--- config.mk ---
export PLATFORM = sky130hd
export DESIGN_NAME = ces_sequencer
export DESIGN_NICKNAME = d
export VERILOG_FILES = /design/src/shared/ces_pkg.sv /design/src/core/ces_arbiter.sv /design/src/core/ces_sequencer.sv
export SDC_FILE = /design/constraint.sdc
export NUM_CORES = 1
export LEC_CHECK = 0
export BUFFER_PORTS_ARGS = -buffer_cell sky130_fd_sc_hd__buf_4
export CORE_MARGIN = 2
export CORE_UTILIZATION = 45
export CTS_BUF_LIST = sky130_fd_sc_hd__clkbuf_4 sky130_fd_sc_hd__clkbuf_8
export CTS_CLUSTER_SIZE = 25
export DETAILED_ROUTE_END_ITERATION = 7
export GPL_TIMING_DRIVEN = 0
export PLACE_DENSITY = 0.7
export SYNTH_ARGS = -nofsm -noshare
export SYNTH_HDL_FRONTEND = slang
export SYNTH_HIERARCHICAL = 1
export SYNTH_SLANG_ARGS = --single-unit
export TNS_END_PERCENT = 20
--- constraint.sdc ---
create_clock -name CLOCK -period 9.8 [get_ports CLOCK]
set_clock_uncertainty 0.05 [all_clocks]
set_input_delay 1.96 -clock CLOCK [delete_from_list [all_inputs] [get_ports CLOCK]]
set_output_delay 1.96 -clock CLOCK [all_outputs]
set_load 0.02 [all_outputs]
--- src/shared/ces_pkg.sv ---
// Constants and types shared by the exception sequencer files.
package ces_pkg;
	// Source counts per requester group.
	localparam int CES_N_EXT = 8;
	localparam int CES_N_DMA = 4;
	localparam int CES_N_TMR = 15;
	localparam int CES_N_SER = 8;
	localparam int CES_N_WDT = 1;
	localparam int CES_N_BSC = 2;
	localparam int CES_N_CHIP = CES_N_DMA + CES_N_TMR + CES_N_SER + CES_N_WDT + CES_N_BSC;
	localparam int CES_N_SRC = 2 + CES_N_EXT + CES_N_CHIP;
	// Arbiter source indices.
	localparam logic [5:0] CES_IDX_NMI = 6'h00;
	localparam logic [5:0] CES_IDX_BRK = 6'h01;
	localparam logic [5:0] CES_IDX_EXT = 6'h02;
	localparam logic [5:0] CES_IDX_CHIP = 6'h0A;
	// Fixed priority levels and the mask loaded for the nonmaskable source.
	localparam logic [4:0] CES_LVL_NMI = 5'h10;
	localparam logic [4:0] CES_LVL_BRK = 5'h0F;
	localparam logic [3:0] CES_MASK_NMI = 4'hF;
	// Vector numbers of the interrupt sources.
	localparam logic [7:0] CES_VEC_NMI = 8'h0B;
	localparam logic [7:0] CES_VEC_BRK = 8'h0C;
	localparam logic [7:0] CES_VEC_EXT = 8'h40;
	localparam logic [7:0] CES_VEC_CHIP = 8'h48;
	// Stack step and vector entry scaling.
	localparam logic [31:0] CES_STACK_STEP = 32'h0000_0004;
	localparam int CES_VEC_SHIFT = 2;
	// Reset values of held state.
	localparam logic [31:0] CES_RST_WORD = 32'h0000_0000;
	localparam logic [7:0] CES_RST_VEC = 8'h00;
	localparam logic [3:0] CES_RST_MASK = 4'h0;
	localparam logic [5:0] CES_RST_IDX = 6'h00;
	// Instruction classes reported by the decoder.
	typedef enum logic [3:0] {
		CES_OP_OTHER,
		CES_OP_REGISTER_JUMP,
		CES_OP_SUBROUTINE_JUMP,
		CES_OP_RELATIVE_BRANCH,
		CES_OP_RELATIVE_CALL,
		CES_OP_SUBROUTINE_RETURN,
		CES_OP_EXCEPTION_RETURN,
		CES_OP_BRANCH_IF_SET,
		CES_OP_BRANCH_IF_CLEAR,
		CES_OP_SOFTWARE_TRAP,
		CES_OP_CONTROL_LDST,
		CES_OP_UNDEFINED
	} ces_op_t;
	// Sequencer states.
	typedef enum logic [2:0] {
		CES_IDLE,
		CES_PUSH_STATUS,
		CES_PUSH_PC,
		CES_FETCH
	} ces_state_t;
	// Kind of exception being processed.
	typedef enum logic [2:0] {
		CES_K_ADDR,
		CES_K_INT,
		CES_K_SLOT,
		CES_K_ILLEGAL,
		CES_K_TRAP
	} ces_kind_t;
endpackage

--- src/core/ces_arbiter.sv ---
// Priority arbiter that picks the highest ranked pending interrupt source.
`timescale 1ns/1ns
`default_nettype none
module ces_arbiter
	import ces_pkg::*;
(
	// Requests.
	input wire logic nmi_req,
	input wire logic brk_req,
	input wire logic [CES_N_EXT-1:0] ext_req,
	input wire logic [CES_N_CHIP-1:0] chip_req,
	// Programmed levels, four bits per source.
	input wire logic [4*CES_N_EXT-1:0] ext_level,
	input wire logic [4*CES_N_CHIP-1:0] chip_level,
	// Winner.
	output logic win_valid,
	output logic [4:0] win_level,
	output logic [5:0] win_index,
	output logic [7:0] win_vector
);
	// Maps a source index onto its vector number.
	function automatic logic [7:0] vec_of(input logic [5:0] idx);
		if (idx == CES_IDX_NMI) begin
			return CES_VEC_NMI;
		end else if (idx == CES_IDX_BRK) begin
			return CES_VEC_BRK;
		end else if (idx < CES_IDX_CHIP) begin
			return CES_VEC_EXT + {2'h0, idx - CES_IDX_EXT};
		end
		return CES_VEC_CHIP + {2'h0, idx - CES_IDX_CHIP};
	endfunction

	// Scans all sources; a strictly higher level replaces the winner, so ties go
	// to the lower index and a level of zero never wins.
	always_comb begin
		win_level = 5'h00;
		win_index = CES_RST_IDX;
		if (nmi_req) begin
			win_level = CES_LVL_NMI;
			win_index = CES_IDX_NMI;
		end
		if (brk_req && CES_LVL_BRK > win_level) begin
			win_level = CES_LVL_BRK;
			win_index = CES_IDX_BRK;
		end
		for (int i = 0; i < CES_N_EXT; i++) begin
			if (ext_req[i] && {1'b0, ext_level[4*i +: 4]} > win_level) begin
				win_level = {1'b0, ext_level[4*i +: 4]};
				win_index = CES_IDX_EXT + 6'(i);
			end
		end
		for (int i = 0; i < CES_N_CHIP; i++) begin
			if (chip_req[i] && {1'b0, chip_level[4*i +: 4]} > win_level) begin
				win_level = {1'b0, chip_level[4*i +: 4]};
				win_index = CES_IDX_CHIP + 6'(i);
			end
		end
		win_valid = (win_level != 5'h00);
		win_vector = vec_of(win_index);
	end
endmodule
`default_nettype wire

--- src/core/ces_sequencer.sv ---
// Exception sequencer: acceptance, stacking and vector fetch for exceptions.
//
// Function
// - address error waits for bus and execution
// - address error pushes status, decoded PC, vectors
// - forty interrupt sources across all groups
// - nonmaskable level sixteen accepted at any mask
// - break request has fixed level fifteen
// - line and peripheral levels programmable 0-15
// - highest pending priority wins arbitration
// - maskable level must exceed mask field
// - push status and PC, load level
// - nonmaskable loads mask fifteen, not sixteen
// - handler address from source vector entry
// - trap pushes status, next PC, vectors
// - undefined code in slot raises slot exception
// - PC-changing op in slot raises slot exception
// - slot exception stacks preceding branch target
// - undefined code elsewhere stacks its own address
// - six delayed branch classes have slots
// - no address error or interrupt in slot; disable holds interrupts
// - held exception taken at next allowed decode
// - vector entry is base plus four times number
// - each push predecrements stack pointer by four
// - control register moves hold off next interrupt
`timescale 1ns/1ns
`default_nettype none
module ces_sequencer
	import ces_pkg::*;
#(
	parameter logic [7:0] VEC_ADDR_ERR = 8'h09,
	parameter logic [7:0] VEC_SLOT = 8'h06,
	parameter logic [7:0] VEC_ILLEGAL = 8'h04
)(
	// Clock and reset.
	input wire logic CLOCK,
	input wire logic RESET,
	// Decoder.
	input wire logic DEC_VALID,
	input wire ces_op_t DEC_OP,
	input wire logic [31:0] DEC_PC,
	input wire logic [31:0] DEC_NEXT_PC,
	input wire logic [31:0] DEC_TARGET,
	input wire logic [7:0] DEC_TRAP_VEC,
	// Core state.
	input wire logic [31:0] STATUS_WORD,
	input wire logic [3:0] STATUS_MASK,
	input wire logic [31:0] STACK_PTR,
	input wire logic [31:0] VECTOR_BASE,
	// Address fault reporting.
	input wire logic ADDR_ERR,
	input wire logic BUS_BUSY,
	input wire logic EXEC_BUSY,
	// Interrupt requests.
	input wire logic NMI_REQ,
	input wire logic BRK_REQ,
	input wire logic [CES_N_EXT-1:0] EXT_REQ,
	input wire logic [4*CES_N_EXT-1:0] EXT_LEVEL,
	input wire logic [CES_N_CHIP-1:0] CHIP_REQ,
	input wire logic [4*CES_N_CHIP-1:0] CHIP_LEVEL,
	// Memory bus.
	output logic MEM_REQ,
	output logic MEM_WE,
	output logic [31:0] MEM_ADDR,
	output logic [31:0] MEM_WDATA,
	input wire logic [31:0] MEM_RDATA,
	input wire logic MEM_DONE,
	// Core updates.
	output logic EXC_BUSY,
	output logic INT_ACK,
	output logic [5:0] INT_ACK_INDEX,
	output logic SP_LOAD,
	output logic [31:0] SP_VALUE,
	output logic MASK_LOAD,
	output logic [3:0] MASK_VALUE,
	output logic PC_LOAD,
	output logic [31:0] PC_VALUE
);
	// Whole state of the sequencer.
	typedef struct packed {
		ces_state_t state;
		ces_kind_t kind;
		logic ae_pend;
		logic in_slot;
		logic int_hold;
		logic [31:0] slot_target;
		logic [31:0] sp;
		logic [31:0] save_pc;
		logic [7:0] vec;
		logic [3:0] new_mask;
		logic mask_upd;
		logic busy;
		logic int_ack;
		logic [5:0] ack_idx;
		logic mem_req;
		logic mem_we;
		logic [31:0] mem_addr;
		logic [31:0] mem_wdata;
		logic sp_load;
		logic mask_load;
		logic pc_load;
		logic [31:0] pc_value;
	} ces_state_s_t;

	ces_state_s_t s; // Registered state.
	ces_state_s_t next_s; // Next state.

	// Arbiter winner.
	logic win_valid;
	logic [4:0] win_level;
	logic [5:0] win_index;
	logic [7:0] win_vector;

	// Acceptance terms of the current decode.
	logic ae_ok;
	logic int_ok;
	logic slot_bad;

	// True for the classes that own a delay slot.
	function automatic logic is_delayed(input ces_op_t op);
		return op inside {CES_OP_REGISTER_JUMP, CES_OP_SUBROUTINE_JUMP,
			CES_OP_RELATIVE_BRANCH, CES_OP_RELATIVE_CALL,
			CES_OP_SUBROUTINE_RETURN, CES_OP_EXCEPTION_RETURN};
	endfunction

	// True for every class that rewrites the program counter.
	function automatic logic is_pc_mod(input ces_op_t op);
		return is_delayed(op) || op inside {CES_OP_BRANCH_IF_SET,
			CES_OP_BRANCH_IF_CLEAR, CES_OP_SOFTWARE_TRAP};
	endfunction

	// Source ranking over all groups.
	// all sources ranked
	ces_arbiter u_arbiter (
		.nmi_req(NMI_REQ),
		.brk_req(BRK_REQ),
		.ext_req(EXT_REQ),
		.chip_req(CHIP_REQ),
		.ext_level(EXT_LEVEL),
		.chip_level(CHIP_LEVEL),
		.win_valid(win_valid),
		.win_level(win_level),
		.win_index(win_index),
		.win_vector(win_vector)
	);

	// Acceptance conditions at a decode point.
	always_comb begin
		ae_ok = s.ae_pend && !BUS_BUSY && !EXEC_BUSY && !s.in_slot;
		int_ok = win_valid && !s.in_slot && !s.int_hold &&
			(win_index == CES_IDX_NMI || win_level > {1'b0, STATUS_MASK});
		slot_bad = s.in_slot && (DEC_OP == CES_OP_UNDEFINED || is_pc_mod(DEC_OP));
	end

	// Next-state logic of the sequencer.
	always_comb begin
		next_s = s;
		next_s.int_ack = 1'b0;
		next_s.sp_load = 1'b0;
		next_s.mask_load = 1'b0;
		next_s.pc_load = 1'b0;
		// Address faults are remembered; a fault in the stacking of an address
		// error is dropped so that faults cannot chain without end.
		if (ADDR_ERR && !(s.busy && s.kind == CES_K_ADDR)) begin
			next_s.ae_pend = 1'b1;
		end
		case (s.state)
			CES_IDLE: begin
				if (DEC_VALID) begin
					next_s.mask_upd = 1'b0;
					next_s.save_pc = DEC_PC;
					if (ae_ok) begin
						next_s.kind = CES_K_ADDR;
						next_s.vec = VEC_ADDR_ERR;
						if (!ADDR_ERR) begin
							next_s.ae_pend = 1'b0;
						end
					end else if (int_ok) begin
						next_s.kind = CES_K_INT;
						next_s.vec = win_vector;
						next_s.mask_upd = 1'b1;
						next_s.int_ack = 1'b1;
						next_s.ack_idx = win_index;
						next_s.new_mask = (win_index == CES_IDX_NMI) ? CES_MASK_NMI :
							win_level[3:0];
					end else if (slot_bad) begin
						next_s.kind = CES_K_SLOT;
						next_s.vec = VEC_SLOT;
						next_s.save_pc = s.slot_target;
					end else if (DEC_OP == CES_OP_UNDEFINED) begin
						next_s.kind = CES_K_ILLEGAL;
						next_s.vec = VEC_ILLEGAL;
					end else if (DEC_OP == CES_OP_SOFTWARE_TRAP) begin
						next_s.kind = CES_K_TRAP;
						next_s.vec = DEC_TRAP_VEC;
						next_s.save_pc = DEC_NEXT_PC;
					end
					if (ae_ok || int_ok || slot_bad || DEC_OP == CES_OP_UNDEFINED ||
						DEC_OP == CES_OP_SOFTWARE_TRAP) begin
						// First push: status word below the incoming pointer.
						// predecrement by four
						next_s.state = CES_PUSH_STATUS;
						next_s.busy = 1'b1;
						next_s.sp = STACK_PTR - CES_STACK_STEP;
						next_s.sp_load = 1'b1;
						next_s.mem_req = 1'b1;
						next_s.mem_we = 1'b1;
						next_s.mem_addr = STACK_PTR - CES_STACK_STEP;
						next_s.mem_wdata = STATUS_WORD;
						next_s.in_slot = 1'b0;
						next_s.int_hold = 1'b0;
					end else begin
						// The instruction proceeds; note what it means for the next one.
						// delayed class opens slot
						next_s.in_slot = is_delayed(DEC_OP);
						next_s.int_hold = (DEC_OP == CES_OP_CONTROL_LDST);
						if (is_delayed(DEC_OP)) begin
							next_s.slot_target = DEC_TARGET;
						end
					end
				end
			end
			CES_PUSH_STATUS: begin
				if (MEM_DONE && s.mem_req) begin
					// Second push: program counter.
					// second predecrement
					next_s.state = CES_PUSH_PC;
					next_s.sp = s.sp - CES_STACK_STEP;
					next_s.sp_load = 1'b1;
					next_s.mem_addr = s.sp - CES_STACK_STEP;
					next_s.mem_wdata = s.save_pc;
				end
			end
			CES_PUSH_PC: begin
				if (MEM_DONE && s.mem_req) begin
					// Vector entry read.
					// base plus four times number
					next_s.state = CES_FETCH;
					next_s.mem_we = 1'b0;
					next_s.mem_addr = VECTOR_BASE + {22'h0, s.vec, 2'h0};
				end
			end
			CES_FETCH: begin
				if (MEM_DONE && s.mem_req) begin
					// Jump straight to the handler; no delay slot follows.
					// non-delayed jump
					next_s.state = CES_IDLE;
					next_s.busy = 1'b0;
					next_s.mem_req = 1'b0;
					next_s.pc_load = 1'b1;
					next_s.pc_value = MEM_RDATA;
					next_s.mask_load = s.mask_upd;
				end
			end
			default: begin
				next_s.state = CES_IDLE;
			end
		endcase
	end

	// State register.
	always_ff @(posedge CLOCK or posedge RESET) begin
		if (RESET) begin
			s <= '{state: CES_IDLE, kind: CES_K_ADDR, ae_pend: 1'b0, in_slot: 1'b0,
				int_hold: 1'b0, slot_target: CES_RST_WORD, sp: CES_RST_WORD,
				save_pc: CES_RST_WORD, vec: CES_RST_VEC,
				new_mask: CES_RST_MASK, mask_upd: 1'b0, busy: 1'b0, int_ack: 1'b0,
				ack_idx: CES_RST_IDX, mem_req: 1'b0, mem_we: 1'b0,
				mem_addr: CES_RST_WORD, mem_wdata: CES_RST_WORD, sp_load: 1'b0,
				mask_load: 1'b0, pc_load: 1'b0, pc_value: CES_RST_WORD};
		end else begin
			s <= next_s;
		end
	end

	// Outputs come straight from the state register.
	assign MEM_REQ = s.mem_req;
	assign MEM_WE = s.mem_we;
	assign MEM_ADDR = s.mem_addr;
	assign MEM_WDATA = s.mem_wdata;
	assign EXC_BUSY = s.busy;
	assign INT_ACK = s.int_ack;
	assign INT_ACK_INDEX = s.ack_idx;
	assign SP_LOAD = s.sp_load;
	assign SP_VALUE = s.sp;
	assign MASK_LOAD = s.mask_load;
	assign MASK_VALUE = s.new_mask;
	assign PC_LOAD = s.pc_load;
	assign PC_VALUE = s.pc_value;
endmodule
`default_nettype wire

**Word level (Yosys, flattened, before mapping)**

Index checks and enable logic that the tools add are counted.

- Flip-flop bits (word level): 227
- Input port bits: 439
- Output and inout bits: 145
- Word-level logic and storage cells: 307

- Add/subtract/negate cells: 7
- Order comparisons: 41
- Equal/unequal tests: 20
- Muxes and demuxes: 133
- Bitwise gates (word level): 2
- Reduce and logical (&&, ||, !) cells: 82

Operators by type and width:

| kind | count |
|---|---|
| two-way mux 5 bit | 58 |
| two-way mux 32 bit | 7 |
| two-way mux 193 bit | 1 |
| greater-than comparator 4 x 5 -> 1 bit | 38 |
| one-hot mux 32 bit (3 select lines) | 1 |
| two-way mux 40 bit | 2 |
| two-way mux 34 bit | 2 |
| two-way mux 67 bit | 1 |
| one-hot mux 33 bit (2 select lines) | 1 |
| two-way mux 65 bit | 1 |
| one-hot mux 32 bit (2 select lines) | 1 |
| subtractor 32 x 3 -> 32 bit (second input constant) | 2 |
| two-way mux 8 bit | 7 |
| logical AND 1 bit | 49 |
| two-way mux 6 bit | 8 |
| two-way mux 3 bit | 13 |
| two-way mux 4 bit | 9 |
| two-way mux 35 bit | 1 |
| two-way mux 33 bit | 1 |
| adder 32 x 10 -> 32 bit | 1 |
| two-way mux 7 bit | 3 |
| AND reduction 4 bit | 5 |
| adder 7 x 6 -> 8 bit (first input constant) | 2 |
| equality test 4 x 3 -> 1 bit (second input constant) | 4 |
| other kinds (28) | 67 |

**Longest topological paths before layout**

Gate-level depths: netlist of the first run.

- Depth in word-level cells: 129
- Gate-level depth with buffers: 364
- Depth with buffers taken out: 352

**Cells and area by module**

Netlist of the first run, hierarchy kept.

By module, submodules not included:

| module | times used | cells an instance | area an instance (µm²) |
|---|---|---|---|
| ces_sequencer | 1 | 1500 | 13676.9 |
| ces_arbiter | 1 | 1309 | 8959.8 |

**Worst setup path after synthesis of the first run**

Ideal clock, no wire load.

- Kind: input to register
- From: input NMI_REQ
- To: register s[195] in the netlist's numbering
- Arrival: 63037 ps
- Required time: 9625 ps
- Path slack: -53412 ps
- Stages on the path: 329
- Cells stage by stage: buf_4 > nand2b_1 > ha_1 > a211oi_1 > nor2_1 > a211oi_2 > and2_1 > ha_1 > nor2b_1 > o211ai_1 > a21o_1 > mux2_2 > ha_1 > nor4b_1 > a21oi_1 > nor2_1 > a2111oi_0 > mux2i_1 > (+293 left out) > ha_1 > o21ai_0 > nand2b_1 > a21oi_1 > nor4bb_1 > clkbuf_4 > nor2_1 > a22o_1 > a21oi_1 > inv_1 > ha_1 > nand3_1 > o31a_1 > a21boi_1 > nand3_2 > nor4_4 > buf_4 > mux2_2

- Longest elaborated chain between the ends: 128
- Elaborated cells on any way between the ends: 170

Ends and longest elaborated chain:

| item | line | source |
|---|---|---|
| from (decl) | ces_sequencer.sv:55 | `input wire logic NMI_REQ,` |
| two-way mux 5 bit * | ces_arbiter.sv:38 | `if (nmi_req) begin` |
| greater-than comparator 4 x 5 -> 1 bit | ces_arbiter.sv:42 | `if (brk_req && CES_LVL_BRK > win_level) begin` |
| logical AND 1 bit | ces_arbiter.sv:42 |  |
| two-way mux 5 bit * | ces_arbiter.sv:42 |  |
| greater-than comparator 4 x 5 -> 1 bit | ces_arbiter.sv:47 | `if (ext_req[i] && {1'b0, ext_level[4*i +: 4]} > win_level) begin` |
| logical AND 1 bit | ces_arbiter.sv:47 |  |
| two-way mux 5 bit * | ces_arbiter.sv:47 |  |
| greater-than comparator 4 x 5 -> 1 bit | ces_arbiter.sv:47 |  |
| (+108 left out) | -- |  |
| logical AND 1 bit | ces_arbiter.sv:53 | `if (chip_req[i] && {1'b0, chip_level[4*i +: 4]} > win_level) begin` |
| two-way mux 5 bit * | ces_arbiter.sv:53 |  |
| net win_level[1] | ces_sequencer.sv:110 | `logic [4:0] win_level;` |
| parallel branches: the longest is 3 deep, another holds greater-than comparator 5 x 4 -> 1 bit | -- |  |
| logical AND 1 bit * | ces_sequencer.sv:150 | `int_ok = win_valid && !s.in_slot && !s.int_hold &&` |
| logical OR 1 bit * (4 in series) | ces_sequencer.sv:198 | `if (ae_ok \|\| int_ok \|\| slot_bad \|\| DEC_OP == CES_OP_UNDEFINED \|\|` |
| NOT 1 bit (no line) * | -- |  |
| AND reduction 4 bit (no line) * | -- |  |
| to (signal assigned) | ces_sequencer.sv:264 | `s <= '{state: CES_IDLE, kind: CES_K_ADDR, ae_pend: 1'b0, in_slot: 1'b0,` |
| to (signal assigned) | ces_sequencer.sv:272 | `s <= next_s;` |
| to (decl) | ces_sequencer.sv:105 | `ces_state_s_t s;` |

Mark *: on every way through the listed nets, which the timed path passes.
A chain may end at the register's enable or synchronous reset.

**Worst setup path in the final report of the first run**

- From: input NMI_REQ
- To: register s, in the netlist MEM_ADDR[17]

- Longest elaborated chain between the ends: 128
- Elaborated cells on any way between the ends: 170

Ends and longest elaborated chain:

| item | line |
|---|---|
| two-way mux 5 bit * | ces_arbiter.sv:38 |
| greater-than comparator 4 x 5 -> 1 bit | ces_arbiter.sv:42 |
| logical AND 1 bit | ces_arbiter.sv:42 |
| two-way mux 5 bit * | ces_arbiter.sv:42 |
| greater-than comparator 4 x 5 -> 1 bit | ces_arbiter.sv:47 |
| logical AND 1 bit | ces_arbiter.sv:47 |
| two-way mux 5 bit * | ces_arbiter.sv:47 |
| greater-than comparator 4 x 5 -> 1 bit | ces_arbiter.sv:47 |
| (+108 left out) | -- |
| logical AND 1 bit | ces_arbiter.sv:53 |
| two-way mux 5 bit * | ces_arbiter.sv:53 |
| net win_level[2] | ces_sequencer.sv:110 |
| parallel branches: the longest is 3 deep, another holds greater-than comparator 5 x 4 -> 1 bit | -- |
| logical AND 1 bit * | ces_sequencer.sv:150 |
| logical OR 1 bit * (4 in series) | ces_sequencer.sv:198 |
| != test 2 bit (no line) * | -- |
| AND reduction 5 bit (no line) * | -- |

Marks and branches as above.

==> run summary, run 1 <==
area of the multi-input gates = 18400 um2
crit end category = flop
DP Cell Count = 4059
Die Span Y = 228 um
setup slack after layout = -51340 ps
CP Data Required Time = 10210 ps
Slew headroom = 13.3%
non-filler cells, final = 4527
Clock Tree Root = clkbuf_8
Mapped Area = 22600 um2
CP Depth = 334
GPL Wtd Cong = 0.980
syn nets = 3389
share of cells above drive strength 1 = 51.2%
most frequent cells in the layout = buf_4, nand2_1, dfrtp_1
worst skew pair latency = 600 ps
slowest CP cell = or4_4
DR iter-0 viols = 1969
num ports = 584
Post-DRT Antenna Nets = 0
wire per inst = 22.6 um
antenna violations before repair = 21
pre-CTS WS = -56080 ps
cell repeated most along the worst path = ha_4
TritonCTS Buffers = 41
number of synthesized flops with an enable pin = 0
TritonCTS clock tree = done
Crit path buffers/inverters = 55
post-route minimum period = 61140 ps
starting density of the core = 45.4%
GRT Util Overall = 36.0%
DRC viols = 0
signal arrival time at the worst endpoint = 61550 ps
fin crit share = 624%
Via density = 5.92
post-route cell area = 36000 um2
PortBufs = 575
vias in the first global route = 26100
clock edge transition at the registers on the reported setup and hold paths = 70 ps
critical path's largest stage delay = 630 ps
HPWL Detailed = 75500 um
Synthesis Warnings = 6
outcome = finished with violations
core box area = 49900 um2
pin count of the biggest net entering global routing = 91
nets = 4389
failing checks = setup timing
Min-Delay Path Class = flop to flop
chip width = 228 um
FF+latch area = 5660 um2
max-cap violations = 0
crit-path leading delay family = compound AO/OA/AOI/OAI gates
cell count of the worst reg-to-reg path = 8
fin. max-slew vios = 0
fmax = 0.0164 GHz
worst-margin pin slew = 1290 ps
critical path type = input pin to flop
Layout area overhead = 59.1%
CTS max path bufs = 3
Startpoint Class = input pin
Routed WL = 102000 um
most common cell after layout, fill and taps aside = buf_4
DR pass1 iterations = 5
htree depth = 2
share of async-settable or async-resettable flops after synthesis = 100%
Netlist cell types = 140
Via Count = 26800
clock sinks = 226
WHS Path Cells = 2
die area = 52100 um2
# setup viols final = 191
synthesized instance count = 2809
ys flop type = dfrtp_1
hold buffer count at cts = 0
final hold vios = 0
Core Rows = 82
Post-Place Cell Area = 29200 um2
register area share after synthesis = 25.0%
setup repair after global routing missed its margin = yes
global-route wire length before repair = 149000 um
Seq cells post-synth = 226
Worst Path Max Fanout = 6
Avg Inst Size Synth = 8.06 um2
Filler cells = 3816
gr ovfl total = 0
Final Util = 72.2%
## logic make-up (layout without fill, tap and decap cells)
group	Yosys count	after routing	synth area share [%]
buf+inv	436	1467	10.0
xor+xnor	89	89	3.44
other cells	0	15	0
fa+ha+maj	148	148	8.15
compound gates	841	841	26.2
simple gates	921	921	19.9
mux	148	148	7.29
flops	226	226	25.0
## area by class of cell
cell class | instances | share of cell area (%)
Sequential cell | 226 | 15.7
Clock buffer | 63 | 2.23
Multi-Input combinational cell | 2147 | 51.1
Antenna cell | 15 | 0.104
Clock inverter | 11 | 0.326
Inverter | 182 | 2.00
Tap cell | 672 | 2.33
Timing Repair Buffer | 962 | 20.9
Buffer | 249 | 5.33
## cells in the mapped netlist, types with 25 or more instances
cell	instances	share of area, %
and2_1	27	0.75
a21o_1	34	1.1
ha_1	140	7.7
xnor2_1	57	2.2
o22ai_1	41	1.1
a21oi_1	180	4.0
a31oi_1	50	1.4
nand3_1	49	1.1
xor2_1	32	1.2
mux2_2	117	5.8
dfrtp_1	226	25
nor3_1	45	0.99
o21ai_0	149	3.3
clkbuf_1	80	1.3
nor2_1	259	4.3
nand2_1	303	5.0
inv_1	180	3.0
a221oi_1	48	1.9
buf_4	146	4.8
o211ai_1	28	0.93
o21a_1	27	0.90
or2_2	25	0.69
mux2i_1	27	1.2
## worst paths after layout
| path | start | endpoint | slack [ps] |
|---|---|---|---|
| setup / recovery | NMI_REQ | MEM_ADDR[17]$_DFFE_PP0P_ | -51340 |
| max in group asynchronous | RESET | s[119]$_DFFE_PP0P_ | 7490 |
| hold reg to reg | INT_ACK_INDEX[1]$_DFFE_PP0P_ | INT_ACK_INDEX[1]$_DFFE_PP0P_ | 430 |
| hold / removal | INT_ACK_INDEX[1]$_DFFE_PP0P_ | INT_ACK_INDEX[1]$_DFFE_PP0P_ | 430 |
| min in group asynchronous | RESET | PC_VALUE[6]$_DFFE_PP0P_ | 1360 |
| setup reg to reg | s[225]$_DFFE_PP0P_ | MEM_WDATA[13]$_DFFE_PP0P_ | 6280 |
## what timing repair did
| item | in CTS | in global routing |
|---|---|---|
| gates resized for setup | 353 | 323 |
| endpoints found under the setup margin | 191 | 191 |
| pin swaps | 255 | 251 |
| cloned | 3 | 3 |
| setup buffers | 287 | 92 |
## routing by layer
metal,up-vias,share of wire [%],track usage [%]
met5,-,0.098,0
met4,16,6.0,18.2
met3,380,7.4,7.34
met1,12800,38,41.6
li1,12200,-,-
met2,1384,49,63.1
## state kept, by name, indices dropped and copies added (netlist names), 4 cells and up
name           count
INT_ACK_INDEX      6
MEM_WDATA         32
s                 81
PC_VALUE          32
MEM_ADDR          32
SP_VALUE          32
MASK_VALUE         4
## through the flow
step,setup TNS (ps),hold slack (ps)
finish,-9767710,431
global route,-,443
CTS,-9448740,431
detailed placement,-,417
global placement,-,413
floorplan,-9156910,391
## worst register-to-register path, stage by stage, from the launching register on
cell and delay (ps):
dfrtp_1 410, inv_1 130, ha_1 290, inv_1 200, nor2_1 770, clkbuf_1 690
clkbuf_1 620, a221oi_1 180, nor2_1 130
Power of run 1 is not shown: default switching activity piles up to over one toggle a cycle in this logic, so the estimate is an artifact.
==> run 2: changes to the inputs <==
CORE_AREA = 2 2 230 232   (was unset)
CORE_MARGIN = unset   (was 2)
CORE_UTILIZATION = unset   (was 45)
DIE_AREA = 0 0 232 234   (was unset)
PLACE_DENSITY = 0.68   (was 0.7)
==> run summary, run 2 (synthesis results as in run 1) <==
outcome = finished with violations
failing checks = DRC, setup timing
# setup viols final = 191
vias in the first global route = 26000
worst skew pair latency = 590 ps
DRC viols = 8
Filler cells = 4051
TritonCTS clock tree = done
Startpoint Class = input pin
Worst Path Max Fanout = 7
TritonCTS Buffers = 42
gr ovfl total = 0
antenna violations before repair = 23
cell repeated most along the worst path = ha_4
crit end category = flop
CP Data Required Time = 10200 ps
DR iter-0 viols = 1971
Clock Tree Root = clkbuf_8
Reg with most FFs = s
global-route wire length before repair = 147000 um
Slew headroom = 18.6%
critical path's largest stage delay = 620 ps
fmax = 0.0163 GHz
max FFs per register = 81
htree depth = 2
Post-Place Cell Area = 29200 um2
post-route cell area = 36400 um2
setup slack after layout = -51580 ps
clock edge transition at the registers on the reported setup and hold paths = 50 ps
max-cap violations = 0
Layout area overhead = 60.8%
post-route minimum period = 61380 ps
hold buffer count at cts = 0
worst-margin pin slew = 1210 ps
fin crit share = 626%
die area = 54300 um2
core box area = 52000 um2
Routed WL = 103000 um
chip width = 232 um
clock sinks = 226
pin count of the biggest net entering global routing = 131
signal arrival time at the worst endpoint = 61770 ps
GRT Util Overall = 34.5%
num ports = 584
Post-DRT Antenna Nets = 0
share of cells above drive strength 1 = 51.6%
PortBufs = 575
final hold vios = 0
DR pass1 iterations = 8
wire per inst = 22.6 um
slowest CP cell = or4_4
setup repair after global routing missed its margin = yes
Core Rows = 84
Via density = 5.90
most frequent cells in the layout = buf_4, nand2_1, dfrtp_1
CTS max path bufs = 3
nets = 4400
Die Span Y = 234 um
critical path type = input pin to flop
most common cell after layout, fill and taps aside = buf_4
fin. max-slew vios = 0
starting density of the core = 43.5%
HPWL Detailed = 74900 um
GPL Wtd Cong = 1.01
Via Count = 26900
Min-Delay Path Class = flop to flop
-- run 2: changes by cell type in the layout (fill, tap and decap cells not counted), sizes merged --
| cell | delta |
|---|---|
| clkinv | -1 |
| buf | +8 |
| inv | -2 |
| clkbuf | +5 |
| bufinv | -2 |
-- run 2: final cells by class --
cell class	instances	area, um2	share of cell area (%)
clock inverters	6	43.8	0.120
multi-input cells	2147	18700	51.4
well taps	688	861	2.36
plain buffers	246	1890	5.20
inverters	182	723	1.99
clock buffers	66	840	2.31
flip-flops and latches	226	5660	15.5
diodes	15	37.5	0.103
repair buffers	975	7640	21.0
-- run 2: final timing paths --
path	from	to	slack, ps	cells past startpoint
max	NMI_REQ	MEM_ADDR[28]$_DFFE_PP0P_	-51580	330
min	INT_ACK_INDEX[0]$_DFFE_PP0P_	INT_ACK_INDEX[0]$_DFFE_PP0P_	420	2
max reg2reg	SP_VALUE[3]$_DFFE_PP0P_	MEM_ADDR[18]$_DFFE_PP0P_	6160	10
min reg2reg	INT_ACK_INDEX[0]$_DFFE_PP0P_	INT_ACK_INDEX[0]$_DFFE_PP0P_	420	2
max in group asynchronous	RESET	s[218]$_DFFE_PP0P_	7130	3
min in group asynchronous	RESET	PC_VALUE[20]$_DFFE_PP0P_	1450	2
-- run 2: through the flow --
| stage | setup slack (ps) | util (%) | cells | TNS, ps | hold WS, ps |
|---|---|---|---|---|---|
| 5_1_grt | -53550 | 70.0 | 4548 | - | 444 |
| 3_5_place_dp | -56230 | 56.1 | 4074 | - | 414 |
| 4_1_cts | -50130 | 66.0 | 4458 | -9534630 | 427 |
| 2_1_floorplan | -48060 | - | 2809 | -9156910 | 391 |
| 3_3_place_gp | -54990 | 56.0 | 4072 | - | 410 |
| 6_report | -51580 | 70.0 | 4551 | -9818890 | 417 |
-- run 2: worst max-delay path: cells and delay by family --
family / cells / cell delay [ps]
adder cells (fa/ha/maj): 43 / 10930
buffers and inverters: 43 / 4850
AO/OA/AOI/OAI: 121 / 22390
multiplexers: 23 / 6730
AND/OR/NAND/NOR: 100 / 14830
-- run 2: routing by layer --
layer	vias to the layer above	GRT usage, %	part of all wire (%)	wire [um]
met5	-	0	0.10	107
met4	18	17.2	6.0	6130
met3	360	6.92	7.5	7720
met2	1282	61.2	49	50700
met1	13000	39.5	37	38100
li1	12200	-	-	-
-- run 2: repair_timing --
item	CTS	global route
buffers inserted	312	77
pin swaps	253	287
hold endpoints to repair	0	0
resized for setup	416	328
setup endpoints to repair	191	191
cloned	8	6
Power of run 2 is left out for the same reason.
